==> src/include/mode_regs_pkg.sv <==
// package: register map, field positions and encodings of the mode control bank
package mode_regs_pkg;
    localparam logic [6:0] addr_reset = 7'h00;
    localparam logic [6:0] addr_format = 7'h01;
    localparam logic [6:0] addr_output = 7'h02;
    localparam logic [6:0] addr_pat_high = 7'h03;
    localparam logic [6:0] addr_pat_low = 7'h04;
    localparam int reset_bit = 7;
    localparam int duty_bit = 7;
    localparam int scramble_bit = 6;
    localparam int signed_bit = 5;
    localparam int sleep_bit = 4;
    localparam int nap2_bit = 3;
    localparam int nap1_bit = 0;
    localparam int current_lsb = 5;
    localparam int term_bit = 4;
    localparam int outputs_disable_bit = 3;
    localparam int pattern_bit = 2;
    localparam int lane_lsb = 0;
    localparam logic [7:0] reg_reset_val = 8'h00;
    localparam int word_bits = 16;
    localparam int addr_first = 14;
    localparam int data_first = 7;
    localparam logic [4:0] bit_count_done = 5'h10;
    localparam logic [1:0] lanes_two = 2'h0;
    localparam logic [1:0] lanes_four = 2'h1;
    localparam logic [1:0] lanes_one = 2'h2;

    typedef struct packed {
        logic duty_stabilizer_disable;
        logic output_scramble_enable;
        logic signed_format_select;
        logic sleep;
        logic nap_ch1;
        logic nap_ch2;
        logic [2:0] driver_current_select;
        logic internal_termination_enable;
        logic outputs_disable;
        logic pattern_enable;
        logic [1:0] lane_count_select;
    } mode_ctrl_t;
endpackage

==> src/core/mode_regs.sv <==
// mode control register bank behind a four-wire serial port, with output formatting
`timescale 1ns/1ps

// Functional notes
// - bit 7 set turns duty stabilizer off
// - sleep bit powers down both channels
// - nap bits idle each channel independently
// - bits 7..5 pick driver current code
// - bit 3 forces both channel data outputs to zero
// - bit 2 enables output test pattern
// - address 03h gives pattern bits 15..8
// - address 04h gives pattern bits 7..0
// - scramble xors lsb into upper bits
// - pattern overrides coding and scrambling
// - reset bit clears all, self-clears
// - 16-bit word, read leaves register untouched
module mode_regs #(
    parameter int data_width = 16
) (
    input wire logic clk,
    input wire logic rst_n,
    input wire logic cs_n,
    input wire logic sck,
    input wire logic sdi,
    input wire logic sdo_in,
    output logic sdo_out,
    output logic sdo_oe,
    input wire logic [data_width-1:0] ch1_sample,
    input wire logic [data_width-1:0] ch2_sample,
    output logic [data_width-1:0] ch1_data,
    output logic [data_width-1:0] ch2_data,
    output mode_regs_pkg::mode_ctrl_t mode,
    output logic ch1_active,
    output logic ch2_active
);
    // ----------------------------------------------------------------
    // serial capture
    // ----------------------------------------------------------------
    logic sck_d_r;
    logic [4:0] count_r;
    logic [15:0] shift_r;
    logic [7:0] read_r;
    logic reading_r;
    logic [7:0] format_r;
    logic [7:0] output_r;
    logic [7:0] pat_high_r;
    logic [7:0] pat_low_r;
    logic sck_rise;
    logic [15:0] word_nxt;
    logic word_done;
    logic [7:0] read_nxt;

    // sck is sampled as a plain input; it must be well below clk/2
    assign sck_rise = sck && !sck_d_r && !cs_n;
    assign word_nxt = {shift_r[14:0], sdi};
    assign word_done = sck_rise && count_r == mode_regs_pkg::bit_count_done - 5'h01;

    always_ff @(posedge clk) begin
        if (!rst_n) begin
            sck_d_r <= 1'b0;
        end else begin
            sck_d_r <= sck;
        end
    end

    always_ff @(posedge clk) begin
        if (!rst_n || cs_n) begin
            count_r <= 5'h00;
            shift_r <= 16'h0000;
        end else if (sck_rise && count_r != mode_regs_pkg::bit_count_done) begin
            count_r <= count_r + 5'h01;
            shift_r <= word_nxt;
        end
    end

    always_comb begin
        // at the 8th rise the address still sits in the low bits of the word
        case (word_nxt[6:0])
            mode_regs_pkg::addr_format: read_nxt = format_r;
            mode_regs_pkg::addr_output: read_nxt = output_r;
            mode_regs_pkg::addr_pat_high: read_nxt = pat_high_r;
            mode_regs_pkg::addr_pat_low: read_nxt = pat_low_r;
            default: read_nxt = 8'h00;
        endcase
    end

    // ----------------------------------------------------------------
    // read-back on the open-drain output
    // ----------------------------------------------------------------
    // address is known after bit 8; data shifts out during the data bits
    always_ff @(posedge clk) begin
        if (!rst_n || cs_n) begin
            read_r <= 8'h00;
            reading_r <= 1'b0;
        end else if (sck_rise && count_r == 5'h07) begin
            read_r <= read_nxt;
            reading_r <= word_nxt[7];
        end else if (sck && !sck_d_r && count_r > 5'h08 && count_r < mode_regs_pkg::bit_count_done) begin
            read_r <= {read_r[6:0], 1'b0};
        end
    end

    // open drain: only ever pulls low
    assign sdo_out = 1'b0;
    assign sdo_oe = reading_r && !read_r[7] && !cs_n;

    // ----------------------------------------------------------------
    // register writes
    // ----------------------------------------------------------------
    logic wr;
    logic [6:0] wr_addr;
    logic soft_reset;
    assign wr = word_done && !word_nxt[15];
    assign wr_addr = word_nxt[mode_regs_pkg::addr_first -: 7];
    assign soft_reset = wr && wr_addr == mode_regs_pkg::addr_reset && word_nxt[mode_regs_pkg::reset_bit];

    always_ff @(posedge clk) begin
        if (!rst_n || soft_reset) begin
            format_r <= mode_regs_pkg::reg_reset_val;
            output_r <= mode_regs_pkg::reg_reset_val;
            pat_high_r <= mode_regs_pkg::reg_reset_val;
            pat_low_r <= mode_regs_pkg::reg_reset_val;
        end else if (wr) begin
            case (wr_addr)
                mode_regs_pkg::addr_format: format_r <= word_nxt[7:0];
                mode_regs_pkg::addr_output: output_r <= word_nxt[7:0];
                mode_regs_pkg::addr_pat_high: pat_high_r <= word_nxt[7:0];
                mode_regs_pkg::addr_pat_low: pat_low_r <= word_nxt[7:0];
                default: ;
            endcase
        end
    end

    // ----------------------------------------------------------------
    // decoded controls
    // ----------------------------------------------------------------
    always_comb begin
        mode.duty_stabilizer_disable = format_r[mode_regs_pkg::duty_bit];
        mode.output_scramble_enable = format_r[mode_regs_pkg::scramble_bit];
        mode.signed_format_select = format_r[mode_regs_pkg::signed_bit];
        mode.sleep = format_r[mode_regs_pkg::sleep_bit];
        mode.nap_ch1 = format_r[mode_regs_pkg::nap1_bit];
        mode.nap_ch2 = format_r[mode_regs_pkg::nap2_bit];
        mode.driver_current_select = output_r[mode_regs_pkg::current_lsb +: 3];
        mode.internal_termination_enable = output_r[mode_regs_pkg::term_bit];
        mode.outputs_disable = output_r[mode_regs_pkg::outputs_disable_bit];
        mode.pattern_enable = output_r[mode_regs_pkg::pattern_bit];
        mode.lane_count_select = output_r[mode_regs_pkg::lane_lsb +: 2];
    end

    assign ch1_active = !mode.sleep && !mode.nap_ch1;
    assign ch2_active = !mode.sleep && !mode.nap_ch2;

    // ----------------------------------------------------------------
    // output data formatting
    // ----------------------------------------------------------------
    logic [15:0] pattern;
    assign pattern = {pat_high_r, pat_low_r};

    function automatic logic [data_width-1:0] fmt(input logic [data_width-1:0] s, input logic active);
        logic [data_width-1:0] v;
        v = s;
        if (mode.signed_format_select) begin
            v[data_width-1] = !v[data_width-1];
        end
        if (mode.output_scramble_enable) begin
            v[data_width-1:1] = v[data_width-1:1] ^ {(data_width-1){v[0]}};
        end
        if (mode.pattern_enable) begin
            v = pattern[data_width-1:0];
        end
        if (mode.outputs_disable || !active) begin
            v = '0;
        end
        return v;
    endfunction

    always_ff @(posedge clk) begin
        if (!rst_n) begin
            ch1_data <= '0;
            ch2_data <= '0;
        end else begin
            ch1_data <= fmt(ch1_sample, ch1_active);
            ch2_data <= fmt(ch2_sample, ch2_active);
        end
    end
endmodule

==> config.mk <==
export PLATFORM = sky130hd
export DESIGN_NAME = mode_regs
export DESIGN_NICKNAME = d
export VERILOG_FILES = /design/src/include/mode_regs_pkg.sv /design/src/core/mode_regs.sv
export SDC_FILE = /design/constraint.sdc
export NUM_CORES = 1
export LEC_CHECK = 0
export BUFFER_PORTS_ARGS = -buffer_cell sky130_fd_sc_hd__buf_2
export CORE_ASPECT_RATIO = 1.4
export CORE_MARGIN = 2
export CORE_UTILIZATION = 35
export DETAILED_ROUTE_END_ITERATION = 12
export PLACE_DENSITY_LB_ADDON = 0.08
export SYNTH_ARGS = -nofsm -noshare
export SYNTH_HDL_FRONTEND = slang
export SYNTH_SLANG_ARGS = --single-unit
==> constraint.sdc <==
create_clock -name clk -period 3.58 [get_ports clk]
set_clock_uncertainty 0.1 [all_clocks]
set_input_delay 0.179 -clock clk [delete_from_list [all_inputs] [get_ports clk]]
set_output_delay 0.179 -clock clk [all_outputs]
set_load 0.1 [all_outputs]
## Yosys cells after proc, flatten, opt, wreduce, memory -nomap -nowiden

Cells that the tools add are included.

- Flip-flop bits (word level): 94
- Bits in latches: 0
- Bits in writable memories: 0
- Memory bits (read-only): 0
- Input port bits: 38
- Output and inout port bits: 50
- Logic and storage cells: 77
- Memories: 0

- $add $sub $neg: 1
- Multiply operators: 0
- Div/mod/pow operators: 0
- Order comparisons: 2
- Equal/unequal tests: 11
- Shifts and indexed selects: 0
- Multiplexer cells: 11
- Bitwise gates (word level): 3
- Reductions and logical operators: 38

Operators by type and width:

| kind | number |
|---|---|
| 16-bit 2-to-1 mux | 2 |
| 8-bit one-hot mux with 4 select lines | 1 |
| 15-bit 2-to-1 mux | 2 |
| 15-bit bitwise XOR | 2 |
| 7-bit by 2-bit == test with 1-bit output (second input constant) | 4 |
| 8-bit 2-to-1 mux | 2 |
| 7-bit by 1-bit == test with 1-bit output (second input constant) | 2 |
| 7-bit by 3-bit == test with 1-bit output (second input constant) | 2 |
| 1-bit logical AND | 14 |
| 1-bit logical NOT | 12 |
| 2-bit AND reduction | 4 |
| 7-bit logical NOT | 1 |
| 5-bit by 1-bit adder with 5-bit output (second input constant) | 1 |
| 5-bit by 3-bit == test with 1-bit output (second input constant) | 1 |
| 5-bit by 4-bit == test with 1-bit output (second input constant) | 1 |
| 5-bit by 4-bit greater-than comparator with 1-bit output (second input constant) | 1 |
| 5-bit < comparator (second input constant) | 1 |
| 5-bit inequality test (second input constant) | 1 |
| 1-bit logical OR | 4 |
| 1-bit 2-to-1 mux | 4 |
| 2-bit OR reduction | 2 |
| 2-bit nonzero test | 1 |
| 1-bit inverter | 1 |

## Depth between registers and ports, before layout

Gate-level depths: netlist of run 1.

- Word-level depth: 8
- Depth in mapped cells: 8
- Depth with buffers taken out: 7

## Worst setup path before layout of run 1

No wires, ideal clock.

- Path type: register to output
- From: register read_r[7]
- To: output port sdo_oe
- Data arrival time: 2496 ps
- Data required time: 3301 ps
- Path slack: 805 ps
- Stages on the path, launching flop included: 2
- Path buffers: 0
- Cells stage by stage: dfxtp_1 nor3b_1

- Longest elaborated chain between the ends: 3

Ends and longest elaborated chain:

| element | line | RTL |
|---|---|---|
| start, declared | mode_regs.sv:42 | `logic [7:0] read_r;` |
| start signal, assigned | mode_regs.sv:96 | `read_r <= read_nxt;` |
| start signal, assigned | mode_regs.sv:99 | `read_r <= {read_r[6:0], 1'b0};` |
| 1-bit logical NOT | mode_regs.sv:105 | `assign sdo_oe = reading_r && !read_r[7] && !cs_n;` |
| 1-bit logical AND (2 in a row) | mode_regs.sv:105 |  |
| end, declared | mode_regs.sv:27 | `output logic sdo_oe,` |

Every way passes these cells.

## Worst setup path after layout of run 1

- From: register shift_r[3]
- To: register read_r[6]

- Longest elaborated chain between the ends: 3
- Elaborated cells between the ends (all ways): 6
- Those cells by class: eq/ne (4); mux (2)

Ends and longest elaborated chain:

| element | line | RTL |
|---|---|---|
| start, declared | mode_regs.sv:41 | `logic [15:0] shift_r;` |
| start signal, assigned | mode_regs.sv:72 | `shift_r <= word_nxt;` |
| 7-bit by 3-bit == test with 1-bit output (tied with other cells) | mode_regs.sv:78 | `case (word_nxt[6:0])` |
| 8-bit one-hot mux with 4 select lines (*) | mode_regs.sv:78 |  |
| 8-bit 2-to-1 mux (*) | mode_regs.sv:95 | `end else if (sck_rise && count_r == 5'h07) begin` |

Mark *: on every way between the ends. The rest lies on a longest branch, timed or not.
A chain may end at the register's enable or synchronous reset.

==> results of run 1 <==
==> power by group <==
part	switching (mW)	internal, mW
Sequential	0.00729	1.07
Combinational	0.212	0.0626
Clock	0.409	0.682
Total	0.628	1.81
==> sequential cells by signal, indices dropped and copies added (netlist names) <==
name and flops:
reading_r 1, pat_high_r 8, format_r 8, output_r 8, sck_d_r 1, ch1_data 16
read_r 8, count_r 5, ch2_data 16, pat_low_r 8, shift_r 15
==> metal layers <==
layer | up-vias | share of wire [%]
li1 | 1714 | -
met1 | 1585 | 45
met2 | 81 | 49
met3 | 12 | 4.2
met4 | 0 | 1.7
met5 | - | 0
==> synth_stat cells (2+ instances only) <==
cell type / count / area, um2
nor2_1: 87 / 327
nand2_1: 9 / 33.8
buf_4: 9 / 67.6
nand4bb_1: 2 / 22.5
a211oi_1: 6 / 45.0
nand3b_1: 14 / 105
o21a_1: 2 / 15.0
inv_1: 10 / 37.5
nand2b_1: 7 / 43.8
o21ai_0: 7 / 35.0
nor2b_1: 15 / 93.8
o21ai_1: 8 / 40.0
nor4bb_1: 2 / 20.0
mux2i_1: 56 / 561
a221oi_1: 7 / 61.3
dfxtp_1: 94 / 1880
xor2_1: 2 / 17.5
nor3_1: 33 / 165
ha_1: 3 / 37.5
clkbuf_1: 21 / 78.8
xnor2_1: 33 / 289
nor3b_1: 4 / 30.0
and2_1: 2 / 12.5
nand4_2: 4 / 50.1
a21oi_1: 8 / 40.0
nand4_1: 2 / 12.5
==> stage by stage <==
| stage | utilization [%] | hold WS, ps | total power, mW | worst slack, ps |
|---|---|---|---|---|
| 2_1_floorplan | - | 201 | 1.32 | 805 |
| 3_3_place_gp | 40.1 | 337 | 1.37 | 1070 |
| 3_5_place_dp | 40.1 | 336 | 1.37 | 1090 |
| 4_1_cts | 43.2 | 6.92 | 2.47 | 1060 |
| 5_1_grt | 43.2 | 33.9 | 2.52 | 847 |
| 6_report | 43.2 | 24.5 | 2.44 | 1070 |
==> cell type report <==
cell class | instances | area (um2)
Clock buffer | 10 | 229
Clock inverter | 6 | 110
Fill cell | 1220 | 6750
Inverter | 10 | 37.5
Multi-Input combinational cell | 328 | 2210
Sequential cell | 94 | 1880
Tap cell | 147 | 184
Timing Repair Buffer | 91 | 475
==> critical path: stages (launching register included) <==
cell and delay [ps]:
dfxtp_1 410, or4_1 810, a2111oi_4 550, o21ai_1 230
a221oi_2 300
==> cells by family (layout without fill, tap and decap cells) <==
logic type,Yosys count,count (layout)
compound gates,42,42
xor+xnor,35,35
fa+ha+maj,3,3
buf+inv,43,117
flops,94,94
mux,56,56
other cells,1,1
simple gates,191,191
==> worst max path at each step <==
stage,end
after detailed placement,read_r[6]$_SDFFE_PP0P_
final,read_r[6]$_SDFFE_PP0P_
after global placement,read_r[6]$_SDFFE_PP0P_
after CTS,read_r[6]$_SDFFE_PP0P_
after global routing,output_r[7]$_SDFFE_PP0P_
after floorplan,sdo_oe
==> timing repair <==
item	in CTS	in global routing
hold buffers	2	0
endpoints found under the setup margin	0	0
hold endpoints to repair	2	0
==> results.toml, run 1 <==
[min_path]
whs_endpoint = "ch1_data[0]$_SDFF_PP0_"
hold_start = "ch1_sample[0]"
holdCritPathClass = "in2reg"
min_path_cells = 3

[floorplan]
ios = 88
core_area_um2 = 11900
die_x_um = 97.6
rows = 47
die_area_um2 = 13200
die_h_um = 135
start_util_pct = 36.2

[timing]
setup_tns_ps = 0
finalHoldViolCount = 0
slew_headroom_pct = 25.4
setup_viol = 0
drv_slew = 0
fin_crit_sh_pct = 70.1
timing.final.crit_period_ps = 2510
rsz0062_at_grt = "no"
fmax_ghz = 0.399
tightest_slew_ps = 1120

[global_routing]
met1_usage_pct = 21.0
met2_usage_pct = 28.8
grt_pass1_vias = 3265
track_usage_pct = 16.8
grt_pass1_wl_um = 17400
top_usage_layer = "met2"
grt_remaining_overflow = 0
grt_util_met3_pct = 2.28
grt_max_degree = 33
antenna_found_initial = 0

[drt]
drc = 0
drtIter0Drc = 154
drt_first_pass_iters = 4
dr_total_vias = 3392
routed_wl_um = 10900
postRouteAntennaNets = 0
wl_per_cell_um = 16.0
routed_via_density = 4.94

[cells_and_area]
drive_gt1_share_pct = 21.0
instances_no_fill = 686
areaGrowthSynthToFinish_pct = 19.4
antenna_cells = 0
design_area_um2 = 5130
final_cell_mix = "94 x dfxtp_1, 87 x nor2_1, 85 x buf_2, 56 x mux2i_1"
final_common_cell = "dfxtp_1"
fin_nets = 575

[clock_network]
cts-root-buf = "clkbuf_16"
cts_resized = 0
postCtsSetupBuffers = 0
cts_sinks = 94
cts_made_buffers = 9
clock_latency_ps = 340
clk_pin_slew_ps = 60
htreeDepth = 3
cts_buffer_depth = 2
cts_tree = "done"

[placement]
dp_hpwl_um = 7760
gp_congestion = 0.769
dp_cells = 668
port_buffers = 85
place_area_um2 = 4770

[logic_synthesis]
synth.distinct_cells = 44
synth_edf_count = 0
synth_simple_gate_area_share_pct = 23.4
synth_ff_type = "dfxtp_1"
yosysWarnings = 0
synth_xor_area_share_pct = 7.14
ys_seq_elements = 94
synth_nets = 506
yosys-mux-area-fraction_pct = 13.0
synth_top_family_by_area = "simple AND/OR/NAND/NOR gates"
async_reset_ff_share_pct = 0
synth_area_um2 = 4300
syn_inst = 465
synth-seq-area-share_pct = 43.8
synth-compound-area-share_pct = 6.87
synth_adder_area_share_pct = 0.874
synth_area_per_cell_um2 = 9.24

[worst_setup_path]
reg2reg_to = "read_r[6]$_SDFFE_PP0P_"
reg2reg_slack_ps = 1070
worstReg2RegStart = "shift_r[3]$_SDFFE_PP0P_"
cp_max_fo = 11
crit_path_start_kind = "flop"
arrival_ps = 2650
reg2reg_depth = 4
path_class = "reg2reg"
crit_required_ps = 3720
endpoint_kind = "flop"
cp-startpoint = "shift_r[3]$_SDFFE_PP0P_"

[pwr]
p_leak_nw = 2.31
ir_drop_mv = 0.236
p_per_area_nw_per_um2 = 475

[flow_run]
maxCapViolations = 0

[outcome]
status = "complete, no violations"
(Power assumes the default switching activity.)
==> run 2, diff against run 1 <==
==> constraint.sdc (replaced) <==
create_clock -name clk -period 2.5 [get_ports clk]
set_clock_uncertainty 0.1 [all_clocks]
set_input_delay 0.125 -clock clk [delete_from_list [all_inputs] [get_ports clk]]
set_output_delay 0.125 -clock clk [all_outputs]
set_load 0.1 [all_outputs]
==> run 2 against run 1 <==
- setup slack worse by 830 ps
- first-iteration DRC count is 34% higher
- combinational power is 51% higher
- utilization is 2.1 points higher
- die area stayed put
- fmax is 11% higher
- hold slack worse by 18 ps
- critical endpoint is now read_r[3]$_SDFFE_PP0P_
==> results.toml, run 2 (synthesized netlist as in run 1, its figures left out) <==
[placement]
gp_congestion = 0.763
dp_cells = 684
port_buffers = 85
dp_hpwl_um = 7870
place_area_um2 = 4920

[timing]
finalHoldViolCount = 0
fin_crit_sh_pct = 90.5
whs_ps = 6.37
setup_viol = 0
setup_tns_ps = 0
tightest_slew_ps = 695
rsz0062_at_grt = "no"
slew_headroom_pct = 53.7
drv_slew = 0
fmax_ghz = 0.442
timing.final.crit_period_ps = 2260

[worst_setup_path]
path_class = "reg2reg"
arrival_ps = 2400
endpoint_kind = "flop"
crit_required_ps = 2640
cp_max_fo = 7
crit_path_start_kind = "flop"
reg2reg_depth = 5
cp-startpoint = "shift_r[5]$_SDFFE_PP0P_"
reg2reg_to = "read_r[3]$_SDFFE_PP0P_"
worstReg2RegStart = "shift_r[5]$_SDFFE_PP0P_"
reg2reg_slack_ps = 240

[floorplan]
ios = 88
die_h_um = 135
core_area_um2 = 11900
start_util_pct = 36.2
die_area_um2 = 13200
die_x_um = 97.6
rows = 47

[cells_and_area]
multiInputGateArea_um2 = 2220
regArea_um2 = 1880
fin_util_pct = 45.3
final_cell_mix = "94 x dfxtp_1, 85 x nor2_1, 85 x buf_2, 56 x mux2i_1"
design_area_um2 = 5380
reg_top3 = "ch1_data (16), ch2_data (16), shift_r (15)"
areaGrowthSynthToFinish_pct = 25.3
instances_no_fill = 712
fillers = 1196
drive_gt1_share_pct = 23.4
final_common_cell = "dfxtp_1"
antenna_cells = 0
fin_nets = 601

[clock_network]
cts_resized = 0
cts_tree = "done"
cts_buffer_depth = 2
htreeDepth = 3
clock_latency_ps = 340
cts_sinks = 94
cts_made_buffers = 9
clk_pin_slew_ps = 70
cts-root-buf = "clkbuf_16"

[drt]
routed_via_density = 4.87
wl_per_cell_um = 15.3
postRouteAntennaNets = 0
drt_first_pass_iters = 4
drtIter0Drc = 206
dr_total_vias = 3466
routed_wl_um = 10900
drc = 0

[flow_run]
maxCapViolations = 0

[min_path]
whs_endpoint = "ch1_data[6]$_SDFF_PP0_"
min_path_cells = 4
holdCritPathClass = "in2reg"
hold_start = "ch1_sample[6]"

[pwr]
p_per_area_nw_per_um2 = 654
p_leak_nw = 2.45
ir_drop_mv = 0.283

[global_routing]
antenna_found_initial = 0
track_usage_pct = 16.8
grt_pass1_vias = 3399
grt_pass1_wl_um = 17700
grt_max_degree = 33
grt_remaining_overflow = 0

[outcome]
status = "complete, no violations"
[run 2: what timing repair did]
action / CTS / global route
endpoints found under the setup margin: 0 / 0
endpoints found under the hold margin: 11 / 0
setup buffers: 0 / 0
hold buffers: 12 / 0
[run 2: worst max-delay path by stage]
| stage | endpoint | slack [ps] | cells past startpoint |
|---|---|---|---|
| after floorplan | format_r[0]$_SDFFE_PP0P_ | 370 | 8 |
| after global placement | read_r[3]$_SDFFE_PP0P_ | 280 | 5 |
| after detailed placement | read_r[3]$_SDFFE_PP0P_ | 250 | 5 |
| after CTS | read_r[6]$_SDFFE_PP0P_ | 240 | 4 |
| after global routing | pat_high_r[1]$_SDFFE_PP0P_ | 150 | 8 |
| final | read_r[3]$_SDFFE_PP0P_ | 240 | 5 |
[run 2: cell type report]
class	count	area share, %
multi-input combinational	328	41.2
sequential	94	35.0
timing repair buffer	117	13.4
clock buffer	10	4.25
tap	147	3.42
clock inverter	6	2.05
inverter	10	0.697
[run 2: per-stage QoR]
stage	total power [mW]	setup WS (ps)
2_1_floorplan	1.88	373
3_3_place_gp	1.97	284
3_5_place_dp	1.97	247
4_1_cts	3.55	245
5_1_grt	3.63	147
6_report	3.52	238
[run 2: worst max-delay path, cell delays in order, from the launching register on]
cell and delay [ps]:
dfxtp_1 380, or4_1 640, buf_4 220, a211oi_1 400
o21ai_1 140, a221oi_1 280
[run 2: power breakdown]
| part | internal (mW) | switching (mW) |
|---|---|---|
| clock | 0.977 | 0.595 |
| combinational | 0.107 | 0.308 |
| sequential | 1.53 | 0.00843 |
[run 2: layer usage]
| metal | track usage [%] | vias to the layer above | part of all wire [%] | routed length, um |
|---|---|---|---|---|
| li1 | - | 1774 | - | - |
| met1 | 20.2 | 1609 | 44 | 4850 |
| met2 | 30.4 | 76 | 51 | 5550 |
| met3 | 2.74 | 7 | 3.7 | 403 |
| met4 | 5.94 | 0 | 0.99 | 108 |
| met5 | 0 | - | 0 | 0 |
